===== config.mk =====
export PLATFORM = sky130hd
export DESIGN_NAME = wii_initiation
export DESIGN_NICKNAME = d
export VERILOG_FILES = /design/src/core/wii_pkg.sv /design/src/core/wii_initiation.sv
export SDC_FILE = /design/constraint.sdc
export NUM_CORES = 1
export LEC_CHECK = 0
export BUFFER_PORTS_ARGS = -buffer_cell sky130_fd_sc_hd__buf_2
export CAP_MARGIN = 20
export CORE_MARGIN = 2
export CORE_UTILIZATION = 50
export CTS_CLUSTER_DIAMETER = 60
export DETAILED_ROUTE_END_ITERATION = 10
export PLACE_DENSITY = 0.75
export REMOVE_ABC_BUFFERS = 1
export SLEW_MARGIN = 0
export SYNTH_ARGS = -nofsm -noshare
export SYNTH_HDL_FRONTEND = slang
export SYNTH_SLANG_ARGS = --single-unit

===== constraint.sdc =====
create_clock -name sys_clk -period 2.6 [get_ports sys_clk]
set_input_delay 0 -clock sys_clk [delete_from_list [all_inputs] [get_ports sys_clk]]
set_output_delay 0 -clock sys_clk [all_outputs]
set_load 0.05 [all_outputs]

===== src/core/wii_pkg.sv =====
// package for the weld initiation input logic: constants, modes and carriers
// assumes a single 40 MHz system clock and active-low asynchronous reset
package wii_pkg;
    localparam int CLK_HZ = 40000000;
    localparam int DEBOUNCE_MS = 10;
    localparam int DEBOUNCE_CYCLES = (CLK_HZ / 1000) * DEBOUNCE_MS;
    localparam int FLASH_MS = 250;
    localparam int FLASH_CYCLES = (CLK_HZ / 1000) * FLASH_MS;
    localparam logic [7:0] SCHED_SECOND = 8'h14; // schedule 20
    localparam logic [7:0] SCHED_THIRD = 8'h28; // schedule 40
    localparam logic [7:0] MODE_NORMAL = 8'h00;
    localparam logic [7:0] MODE_EXT_SELECT = 8'h01;
    localparam logic [7:0] MODE_ANTI_TIE = 8'h02;
    localparam int INPUT_COUNT = 9;
    localparam int IDX_FIRST = 0;
    localparam int IDX_PRIMARY = 1;
    localparam int IDX_SECOND = 2;
    localparam int IDX_THIRD = 3;
    localparam int IDX_PRESSURE = 4;
    localparam int IDX_ESTOP = 5;
    localparam int IDX_PERMIT = 6;
    localparam int IDX_WATER = 7;
    localparam int IDX_SPARE = 8;
    localparam int EV_START = 0;
    localparam int EV_ESTOP = 1;
    localparam int EV_WATER = 2;
    localparam int EV_PRESSURE = 3;
    localparam int EV_COUNT = 4;
    // closed contacts after debounce
    typedef struct packed {
        logic spare;
        logic waterFlow;
        logic weldPermit;
        logic estopClosed;
        logic pressureOk;
        logic thirdPilot;
        logic secondPilot;
        logic primaryPilot;
        logic firstStage;
    } wii_contacts_type;
    // request to the sequence timer
    typedef struct packed {
        logic start;
        logic [7:0] schedule;
    } wii_start_type;
    typedef enum logic [2:0] {
        ST_IDLE, ST_SQUEEZE, ST_PRESSURE_WAIT, ST_WELD, ST_HOLD_OFF, ST_STOPPED
    } wii_state_type;
endpackage


===== src/core/wii_initiation.sv =====
// initiation and interlock logic of a resistance welding control
// assumes contact inputs are low when closed to common, pulled high when open,
// and a sequence timer that reports squeeze, weld and sequence done by pulses
`timescale 1ns/1ps
`default_nettype none
module wii_initiation
    import wii_pkg::*;
#(
    parameter int DEBOUNCE_COUNT = DEBOUNCE_CYCLES,
    parameter int FLASH_COUNT = FLASH_CYCLES
) (
    input wire logic sys_clk,
    input wire logic rst_n,
    input wire logic [INPUT_COUNT-1:0] contactPins,
    input wire logic [7:0] displaySchedule,
    input wire logic [7:0] selectBase,
    input wire logic [7:0] initMode,
    input wire logic twoStageMode,
    input wire logic repeatMode,
    input wire logic squeezeDone,
    input wire logic weldDone,
    input wire logic sequenceDone,
    input wire logic [7:0] regAddr,
    input wire logic [31:0] regWrData,
    input wire logic regWrite,
    input wire logic regRead,
    output logic [31:0] regRdData,
    output logic [7:0] startSchedule,
    output logic startPulse,
    output logic valvesFirstStage,
    output logic weldEnable,
    output logic squeezeLamp,
    output logic estopActive,
    output logic waterFault,
    output logic sequenceActive,
    output logic irq
);
    localparam logic [7:0] ADDR_STATUS = 8'h00;
    localparam logic [7:0] ADDR_MASK = 8'h04;
    localparam logic [7:0] ADDR_CONTACTS = 8'h08;
    localparam int CNT_W = $clog2(DEBOUNCE_COUNT + 1);
    localparam int FL_W = $clog2(FLASH_COUNT + 1);

    initial begin
        if (DEBOUNCE_COUNT < 1 || FLASH_COUNT < 1) begin
            $error("wii_initiation: counts must be at least one");
        end
        // contact readback and event bits must each fit in the 32-bit data word
        if (INPUT_COUNT > 32 || EV_COUNT > 32) begin
            $error("wii_initiation: readback wider than the data word");
        end
        // pilot and interlock slots are fixed by the carrier layout
        if (INPUT_COUNT != $bits(wii_contacts_type)) begin
            $error("wii_initiation: contact count does not match the carrier");
        end
        // start and stop, and water and pressure events, must not share an event bit
        if (EV_START == EV_ESTOP || EV_WATER == EV_PRESSURE) begin
            $error("wii_initiation: event bits overlap");
        end
    end

    // three-stage synchroniser and debounce per contact
    logic [INPUT_COUNT-1:0] syncA_reg, syncB_reg, syncC_reg;
    logic [INPUT_COUNT-1:0] stable_reg;
    logic [CNT_W-1:0] dbCnt_reg [INPUT_COUNT];
    always_ff @(posedge sys_clk or negedge rst_n) begin
        if (!rst_n) begin
            syncA_reg <= '1;
            syncB_reg <= '1;
            syncC_reg <= '1;
        end else begin
            syncA_reg <= contactPins;
            syncB_reg <= syncA_reg;
            syncC_reg <= syncB_reg;
        end
    end

    genvar g;
    generate
        for (g = 0; g < INPUT_COUNT; g++) begin : gDeb
            wire agree = (syncB_reg[g] == syncC_reg[g]);
            wire differs = agree && (syncC_reg[g] != stable_reg[g]);
            // a change must hold for the debounce window
            always_ff @(posedge sys_clk or negedge rst_n) begin
                if (!rst_n) begin
                    dbCnt_reg[g] <= '0;
                    stable_reg[g] <= 1'b1;
                end else if (!differs) begin
                    dbCnt_reg[g] <= '0;
                end else if (dbCnt_reg[g] == CNT_W'(DEBOUNCE_COUNT - 1)) begin
                    dbCnt_reg[g] <= '0;
                    stable_reg[g] <= syncC_reg[g];
                end else begin
                    dbCnt_reg[g] <= dbCnt_reg[g] + 1'b1;
                end
            end
        end
    endgenerate

    // low level means closed to common
    wii_contacts_type closed;
    assign closed = wii_contacts_type'(~stable_reg);

    // mode decode
    wire extSelect = (initMode == MODE_EXT_SELECT);
    wire antiTie = (initMode == MODE_ANTI_TIE);
    wire estopNow = !closed.estopClosed;
    wire waterOpen = !closed.waterFlow;

    // pilot edges, previous levels kept for a fresh-closure check
    logic prevPrimary_reg, prevSecond_reg, prevThird_reg, prevAnti_reg;
    wire antiBoth = closed.secondPilot && closed.thirdPilot;
    wire primRise = closed.primaryPilot && !prevPrimary_reg;
    wire secRise = closed.secondPilot && !prevSecond_reg;
    wire thrRise = closed.thirdPilot && !prevThird_reg;
    wire antiRise = antiBoth && !prevAnti_reg;
    wire multiPilot = !extSelect && !antiTie;

    // schedule chosen by the initiating input
    wire [1:0] pointer = {closed.thirdPilot, closed.secondPilot};
    wire [7:0] pointedSchedule = selectBase + {6'h00, pointer};
    wire freshStart = primRise || (multiPilot && (secRise || thrRise)) || (antiTie && antiRise);
    wire [7:0] freshSchedule =
        (antiTie && antiRise) ? displaySchedule :
        primRise ? (extSelect ? pointedSchedule : displaySchedule) :
        secRise ? SCHED_SECOND :
        SCHED_THIRD;

    // repeat continuation, held levels instead of edges
    wire pilotHeld = antiTie ? antiBoth :
        (closed.primaryPilot || (multiPilot && (closed.secondPilot || closed.thirdPilot)));
    wire repeatHold = twoStageMode ? (pilotHeld || closed.firstStage) : pilotHeld;

    // sequencing state
    wii_state_type state_reg, state_next;
    logic [7:0] lastSchedule_reg;
    logic start_next;
    logic [7:0] sched_next;
    always_comb begin
        state_next = state_reg;
        start_next = 1'b0;
        sched_next = lastSchedule_reg;
        case (state_reg)
            ST_IDLE: begin
                if (freshStart && !waterOpen) begin
                    state_next = ST_SQUEEZE;
                    start_next = 1'b1;
                    sched_next = freshSchedule;
                end
            end
            ST_SQUEEZE: begin
                if (squeezeDone) begin
                    state_next = closed.pressureOk ? ST_WELD : ST_PRESSURE_WAIT;
                end
            end
            ST_PRESSURE_WAIT: begin
                if (closed.pressureOk) begin
                    state_next = ST_WELD;
                end
            end
            ST_WELD: begin
                if (weldDone) begin
                    state_next = ST_HOLD_OFF;
                end
            end
            ST_HOLD_OFF: begin
                if (sequenceDone) begin
                    if (repeatMode && repeatHold && !waterOpen) begin
                        state_next = ST_SQUEEZE;
                        start_next = 1'b1;
                    end else begin
                        state_next = ST_IDLE;
                    end
                end
            end
            ST_STOPPED: begin
                state_next = ST_STOPPED;
            end
            default: begin
                state_next = ST_IDLE;
            end
        endcase
        // a stop overrides everything, including a start decoded this cycle
        if (estopNow) begin
            state_next = ST_STOPPED;
            start_next = 1'b0;
            sched_next = lastSchedule_reg;
        end else if (state_reg == ST_STOPPED) begin
            state_next = ST_IDLE;
        end
    end

    // state and edge history
    always_ff @(posedge sys_clk or negedge rst_n) begin
        if (!rst_n) begin
            state_reg <= ST_IDLE;
            lastSchedule_reg <= 8'h00;
            prevPrimary_reg <= 1'b1;
            prevSecond_reg <= 1'b1;
            prevThird_reg <= 1'b1;
            prevAnti_reg <= 1'b1;
        end else begin
            state_reg <= state_next;
            lastSchedule_reg <= sched_next;
            // while stopped, history stays set so a held pilot needs reclosing
            prevPrimary_reg <= closed.primaryPilot || estopNow;
            prevSecond_reg <= closed.secondPilot || estopNow;
            prevThird_reg <= closed.thirdPilot || estopNow;
            prevAnti_reg <= antiBoth || estopNow;
        end
    end

    // squeeze lamp flash timer
    logic [FL_W-1:0] flashCnt_reg;
    logic flash_reg;
    wire waiting = (state_reg == ST_PRESSURE_WAIT);
    always_ff @(posedge sys_clk or negedge rst_n) begin
        if (!rst_n) begin
            flashCnt_reg <= '0;
            flash_reg <= 1'b0;
        end else if (!waiting) begin
            flashCnt_reg <= '0;
            flash_reg <= 1'b0;
        end else if (flashCnt_reg == FL_W'(FLASH_COUNT - 1)) begin
            flashCnt_reg <= '0;
            flash_reg <= !flash_reg;
        end else begin
            flashCnt_reg <= flashCnt_reg + 1'b1;
        end
    end

    // next values of the outputs, decoded ahead of their registers
    wire inSeq = (state_reg != ST_IDLE) && (state_reg != ST_STOPPED);
    wire lampNext = (state_next == ST_SQUEEZE) || (waiting && flash_reg);
    wire valvesNext = twoStageMode && closed.firstStage && !inSeq && !estopNow;
    // current only in weld, permit closed and no stop, so a dropout cuts it
    wire weldNext = (state_next == ST_WELD) && closed.weldPermit && !estopNow;
    wire activeNext = (state_next != ST_IDLE) && (state_next != ST_STOPPED);

    // start request towards the sequence timer
    always_ff @(posedge sys_clk or negedge rst_n) begin
        if (!rst_n) begin
            startPulse <= 1'b0;
            startSchedule <= 8'h00;
        end else begin
            startPulse <= start_next;
            startSchedule <= sched_next;
        end
    end

    // level outputs, all straight from flip-flops
    always_ff @(posedge sys_clk or negedge rst_n) begin
        if (!rst_n) begin
            valvesFirstStage <= 1'b0;
            weldEnable <= 1'b0;
            squeezeLamp <= 1'b0;
            estopActive <= 1'b0;
            waterFault <= 1'b0;
            sequenceActive <= 1'b0;
        end else begin
            valvesFirstStage <= valvesNext;
            weldEnable <= weldNext;
            squeezeLamp <= lampNext;
            estopActive <= estopNow;
            waterFault <= waterOpen;
            sequenceActive <= activeNext;
        end
    end

    // sticky events, mask and interrupt
    logic [EV_COUNT-1:0] status_reg, mask_reg;
    logic estopPrev_reg, waterPrev_reg;
    wire [EV_COUNT-1:0] events;
    assign events[EV_START] = start_next;
    assign events[EV_ESTOP] = estopNow && !estopPrev_reg;
    assign events[EV_WATER] = waterOpen && !waterPrev_reg;
    // pressure event marks entry into the wait, once per squeeze
    assign events[EV_PRESSURE] = (state_next == ST_PRESSURE_WAIT) && !waiting;
    wire wrStatus = regWrite && (regAddr == ADDR_STATUS);
    wire wrMask = regWrite && (regAddr == ADDR_MASK);
    wire [EV_COUNT-1:0] clearBits = wrStatus ? regWrData[EV_COUNT-1:0] : '0;
    // set wins over a clear landing in the same cycle
    wire [EV_COUNT-1:0] status_next = (status_reg & ~clearBits) | events;
    wire [EV_COUNT-1:0] mask_next = wrMask ? regWrData[EV_COUNT-1:0] : mask_reg;
    wire irqNext = |(status_next & mask_next);
    wire [31:0] rdMux =
        (regAddr == ADDR_STATUS) ? {{(32-EV_COUNT){1'b0}}, status_reg} :
        (regAddr == ADDR_MASK) ? {{(32-EV_COUNT){1'b0}}, mask_reg} :
        (regAddr == ADDR_CONTACTS) ? {{(32-INPUT_COUNT){1'b0}}, closed} :
        32'h0000_0000;
    // read data stand only in the cycle after the read strobe
    wire [31:0] rdNext = regRead ? rdMux : 32'h0000_0000;

    // status, mask and onset history
    always_ff @(posedge sys_clk or negedge rst_n) begin
        if (!rst_n) begin
            status_reg <= '0;
            mask_reg <= '0;
            estopPrev_reg <= 1'b0;
            waterPrev_reg <= 1'b0;
        end else begin
            status_reg <= status_next;
            mask_reg <= mask_next;
            estopPrev_reg <= estopNow;
            waterPrev_reg <= waterOpen;
        end
    end

    // read port and interrupt level
    always_ff @(posedge sys_clk or negedge rst_n) begin
        if (!rst_n) begin
            regRdData <= 32'h0000_0000;
            irq <= 1'b0;
        end else begin
            regRdData <= rdNext;
            irq <= irqNext;
        end
    end
endmodule
`default_nettype wire


### After elaboration in Yosys (flattened, before gate mapping)

Cells that the tools add are included.

| storage, ports and cells | value |
|---|---|
| bits in registers | 272 |
| output and inout bits | 48 |
| bits of input ports | 82 |

| operators by class | value |
|---|---|
| reductions and logical operators | 73 |
| $add $sub $neg | 11 |
| eq/ne operators | 43 |
| bitwise gates (word level) | 5 |
| multiplexer cells | 49 |

Operators by type and width:

| cell | count |
|---|---|
| 19-bit 2-to-1 mux | 18 |
| 19-bit by 1-bit adder with 19-bit output (second input constant) | 9 |
| 19-bit == test (second input constant) | 9 |
| 24-bit 2-to-1 mux | 2 |
| 9-bit 2-to-1 mux | 4 |
| 1-bit logical AND | 34 |
| 24-bit by 1-bit adder with 24-bit output (second input constant) | 1 |
| 24-bit == test (second input constant) | 1 |
| 8-bit 2-to-1 mux | 3 |
| 3-bit 2-to-1 mux | 7 |
| 2-bit AND reduction | 9 |
| 3-bit case mux with 5 select lines | 1 |
| 1-bit zero test | 13 |
| 3-bit by 2-bit == test with 1-bit output (second input constant) | 4 |
| 1-bit logical OR | 11 |
| 1-bit 2-to-1 mux | 10 |
| 1-bit == test | 9 |
| 1-bit != test | 9 |
| 9-bit inverter | 1 |
| 8-bit by 2-bit adder with 8-bit output | 1 |
| 4-bit AND | 2 |
| 8-bit by 1-bit == test with 1-bit output (second input constant) | 1 |
| 8-bit by 2-bit == test with 1-bit output (second input constant) | 1 |
| 8-bit by 3-bit == test with 1-bit output (second input constant) | 1 |
| 15 further kinds | 20 |

### Longest topological paths before layout

| logic depth | value |
|---|---|
| depth after elaboration | 20 |
| gate-level depth with buffers | 9 |
| gate-level depth less buffers | 8 |

### Worst setup path before layout

No wires, ideal clock.

| timing | value |
|---|---|
| path kind | register to register |
| start | register stable_reg[3] |
| end | register startSchedule[5] |
| arrival | 2015 ps |
| library setup time | 125 ps |
| stages on the path, launching flop included | 10 |
| slack | 460 ps |
| period minus slack after synthesis | 2140 ps |
| path buffers | 1 |
| cell sequence | dfstp_2 > clkbuf_1 > inv_1 > ha_1 > a21oi_1 > nand4b_1 > xnor2_1 > o21ai_0 > a2bb2oi_1 > mux2_2 |

| on the way | value |
|---|---|
| word-level cells in the longest chain between the ends | 8 |

Ends and longest elaborated chain:

| item | RTL line | source |
|---|---|---|
| start, declared | wii_initiation.sv:64 | `logic [INPUT_COUNT-1:0] stable_reg;` |
| start signal, assigned by index | wii_initiation.sv:92 | `stable_reg[g] <= syncC_reg[g];` |
| 9-bit inverter * | wii_initiation.sv:102 | `assign closed = wii_contacts_type'(~stable_reg);` |
| branches (longest 7 deep; another with 8-bit by 2-bit adder with 8-bit output) | -- |  |
| end signal, assigned | wii_initiation.sv:247 | `startSchedule <= sched_next;` |
| end, declared | wii_initiation.sv:28 | `output logic [7:0] startSchedule,` |

Every way passes the cells marked *.
A chain may end at the register's enable or synchronous reset.

### Final worst setup path

| timing | value |
|---|---|
| start | register stable_reg[2] |
| end | register startSchedule[7] |

| on the way | value |
|---|---|
| word-level cells in the longest chain between the ends | 8 |

Ends and longest elaborated chain:

| item | RTL line |
|---|---|
| 9-bit inverter * | wii_initiation.sv:102 |
| branches (longest 7 deep; another with 8-bit by 2-bit adder with 8-bit output) | -- |

Marked as above.

==> summary.txt <==
Drt
  • Iter 0 DRT Violations: 577
  • Detailed Routing Iterations Pass 1: 7
  • Vias: 9,396
  • Drt wl/cell: 14.4 um
  • Antenna viol nets, final: 0
  • Vias/cell: 5.26
  • Final wirelength: 25,800 um
  • Residual DRC: 0

Timing
  • Max transition margin: 53.8%
  • Final period util: 92.8%
  • RSZ-0062 raised after global routing: false
  • TNS Setup: 0 ps
  • Slew @ Worst Pin: 693 ps
  • Final Hold Fails: 2
  • Number of setup violations in the final report: 0
  • Clk_skew: 7.69 ps
  • Max Fclk: 0.414 GHz
  • Hold slack: -1.13 ps
  • Min Tclk post-route: 2410 ps
  • Final Max Slew Viols: 0

Run status
  • Failing checks: negative hold slack
  • Status: finished with violations

Clock network
  • CTS tree: built
  • Clock Path Buffers: 3
  • Sink Count: 272
  • Worst-path clk slew: 60 ps
  • Clock insertion delay at the later pin of the skew report: 550 ps
  • H-tree levels: 1
  • Num CTS Buffers: 29
  • CTS root buf: clkbuf_16

Job
  • Max Cap Violations: 0

Global route
  • Total GRT Usage: 19.5%
  • Initial antenna violation count: 3
  • First-pass GRT wire length: 43,100 um
  • Largest net degree at the start of global routing: 74
  • GR Overflow Total: 0
  • Vias in the first global route: 9,059

Synthesis
  • Cells after Synth: 1,302
  • Leading area contributor after synthesis: dfrtp_1
  • Flops & latches, synth: 272
  • Post-synth top flop: dfrtp_1
  • Synthesized area: 0.0128 mm2
  • Top cells by count, synth: nor2_1, dfrtp_1, xor2_1
  • YS warnings: 0
  • Asr flop ratio synth: 100%
  • Post-synth EDFFs: 0
  • Yosys top cell area share: 45.3%
  • Register area share after synthesis: 53.5%
  • Post-synth cell types: 62
  • Count leader, synth: nor2_1
  • Syn avg cell area: 9.85 um2
  • Area contributors post-synth: dfrtp_1, dfstp_2, nor2_1

Critical path
  • Type of the worst setup path: reg2reg
  • Crit path cell chain: inv_1 -> ha_1 -> a21oi_1 -> nand4b_1 -> xnor2_1 -> a32oi_1 -> dlygate4sd3_1 -> o21ai_0
  • Reg-to-reg startpoint: stable_reg[2]
  • Data required time of the worst path: 3070 ps
  • R2r worst-path depth: 8
  • Crit path launch type: flop
  • RR Endpoint: startSchedule[7]
  • Critical Path Fanout Max: 12
  • Reg-to-reg setup timing slack: 190 ps
  • Slowest cell on crit path: dfstp_2
  • Crit end category: flop
  • Max stage delay on crit path: 650 ps
  • Critical Path AT: 2890 ps

Power
  • Power Total: 8750 uW
  • Power per Cell Area: 587 mW/mm2
  • Net load switching power: 2060 uW
  • Clk pwr share: 45.9%
  • Combinational group share of total power: 4.6%
  • Switching Fraction: 23.6%
  • Internal Power: 6690 uW
  • VDD IR-drop max: 0.490 mV
  • Leak Pwr: 0.00643 uW
  • Sequential share of power: 49.5%

Cells and area
  • Fraction of layout cells with a size suffix above 1: 13.9%
  • Nets@finish: 1,527
  • Largest register FFs: 171
  • Area grow syn2layout: 16.2%

Floorplanning
  • I/O pins: 130
  • Die W: 164 um
  • Cell Rows: 58
  • Die H: 164 um
  • Starting Density: 50.9%
  • DIE AREA: 0.0269 mm2
  • Core area: 0.0252 mm2

Place
  • GPL Wtd Cong: 0.817
  • Number of I/O port buffers: 78
  • Post-DP HPWL: 17,500 um

Min path
  • Worst min path class: in2async
==> per-stage QoR <==
step	cell area [um2]	hold WS, ps	worst slack, ps	utilization, %	cells
2_1_floorplan	12600	-296	579	-	1271
3_3_place_gp	13500	-11.2	391	53.6	1687
3_5_place_dp	13500	-6.96	296	53.6	1687
4_1_cts	14900	5.78	96.2	59.0	1783
5_1_grt	14900	40.0	34.0	59.2	1786
6_report	14900	-1.13	186	59.2	1786
==> critical path: cells and delay by family, from the launching register on <==
family | cells | cell delay, ps
and+or+nand+nor | 1 | 150
DFF | 1 | 650
xor gates and xnor gates | 1 | 130
adders and majority gates | 1 | 240
AOI/OAI and AO/OA | 3 | 420
buffers and inverters | 2 | 750
==> metal layers <==
metal	GRT usage (%)	part of all wire (%)	up-vias
li1	-	-	4620
met1	26.8	46	4538
met2	32.0	47	183
met3	3.69	4.8	51
met4	4.47	2.4	4
met5	0	0.11	-
==> cells by family after synthesis <==
family / count (synthesis) / synth area share, %
compound gates: 87 / 4.17
xor+xnor: 180 / 12.3
fa+ha+maj: 13 / 1.33
buf+inv: 84 / 3.40
flops: 272 / 53.5
mux: 7 / 0.576
other cells: 1 / 0.0292
simple gates: 658 / 24.7
==> area by class of cell <==
class	instances	area [um2]
multi-input cells	968	5630
fillers	2190	10300
repair buffers	130	933
flip-flops and latches	272	6860
clock inverters	16	119
clock buffers	38	830
inverters	31	116
well taps	330	413
diodes	1	2.50
==> timing repair <==
item / CTS / global route
hold buffers: 42 / 1
endpoints found under the setup margin: 0 / 2
gates resized for setup: 0 / 2
endpoints found under the hold margin: 278 / 1
setup buffers: 0 / 2
==> power by group through the flow <==
stage / combinational [uW] / sequential (uW) / clock, uW
after detailed placement: 363 / 4400 / 0
after global placement: 359 / 4400 / 0
after global routing: 450 / 4330 / 4290
after floorplan: 168 / 4400 / 0
after CTS: 407 / 4330 / 4110
final: 403 / 4330 / 4020
==> cells in the final DEF (no fill, tap or decap), drive strengths merged, types with 4 or more instances in the layout <==
cell	count
buf	88
nand2b	11
nand4	28
or2	8
and4	24
a21oi	30
inv	35
xor2	104
nand3	97
or3	5
dfrtp	232
dfstp	40
xnor2	76
mux2i	4
nand4b	6
ha	12
a221oi	4
nand2	98
clkinv	10
nor2	281
conb	23
nor4	21
and3	31
nor3	30
o21ai	25
clkbuf	38
dlygate4sd3	42
or4	4
and2	4
==> worst max path at each step <==
stage	to	slack, ps	startpoint	cells after the start
2_1_floorplan	startSchedule[5]	580	stable_reg[2]	5
3_3_place_gp	flashCnt_reg[19]	390	flashCnt_reg[17]	6
3_5_place_dp	flashCnt_reg[19]	300	flashCnt_reg[17]	6
4_1_cts	irq	100	regAddr[2]	9
5_1_grt	startSchedule[7]	30	stable_reg[2]	8
6_report	startSchedule[7]	190	stable_reg[2]	8
No activity file was read; power rests on OpenSTA's default activity.
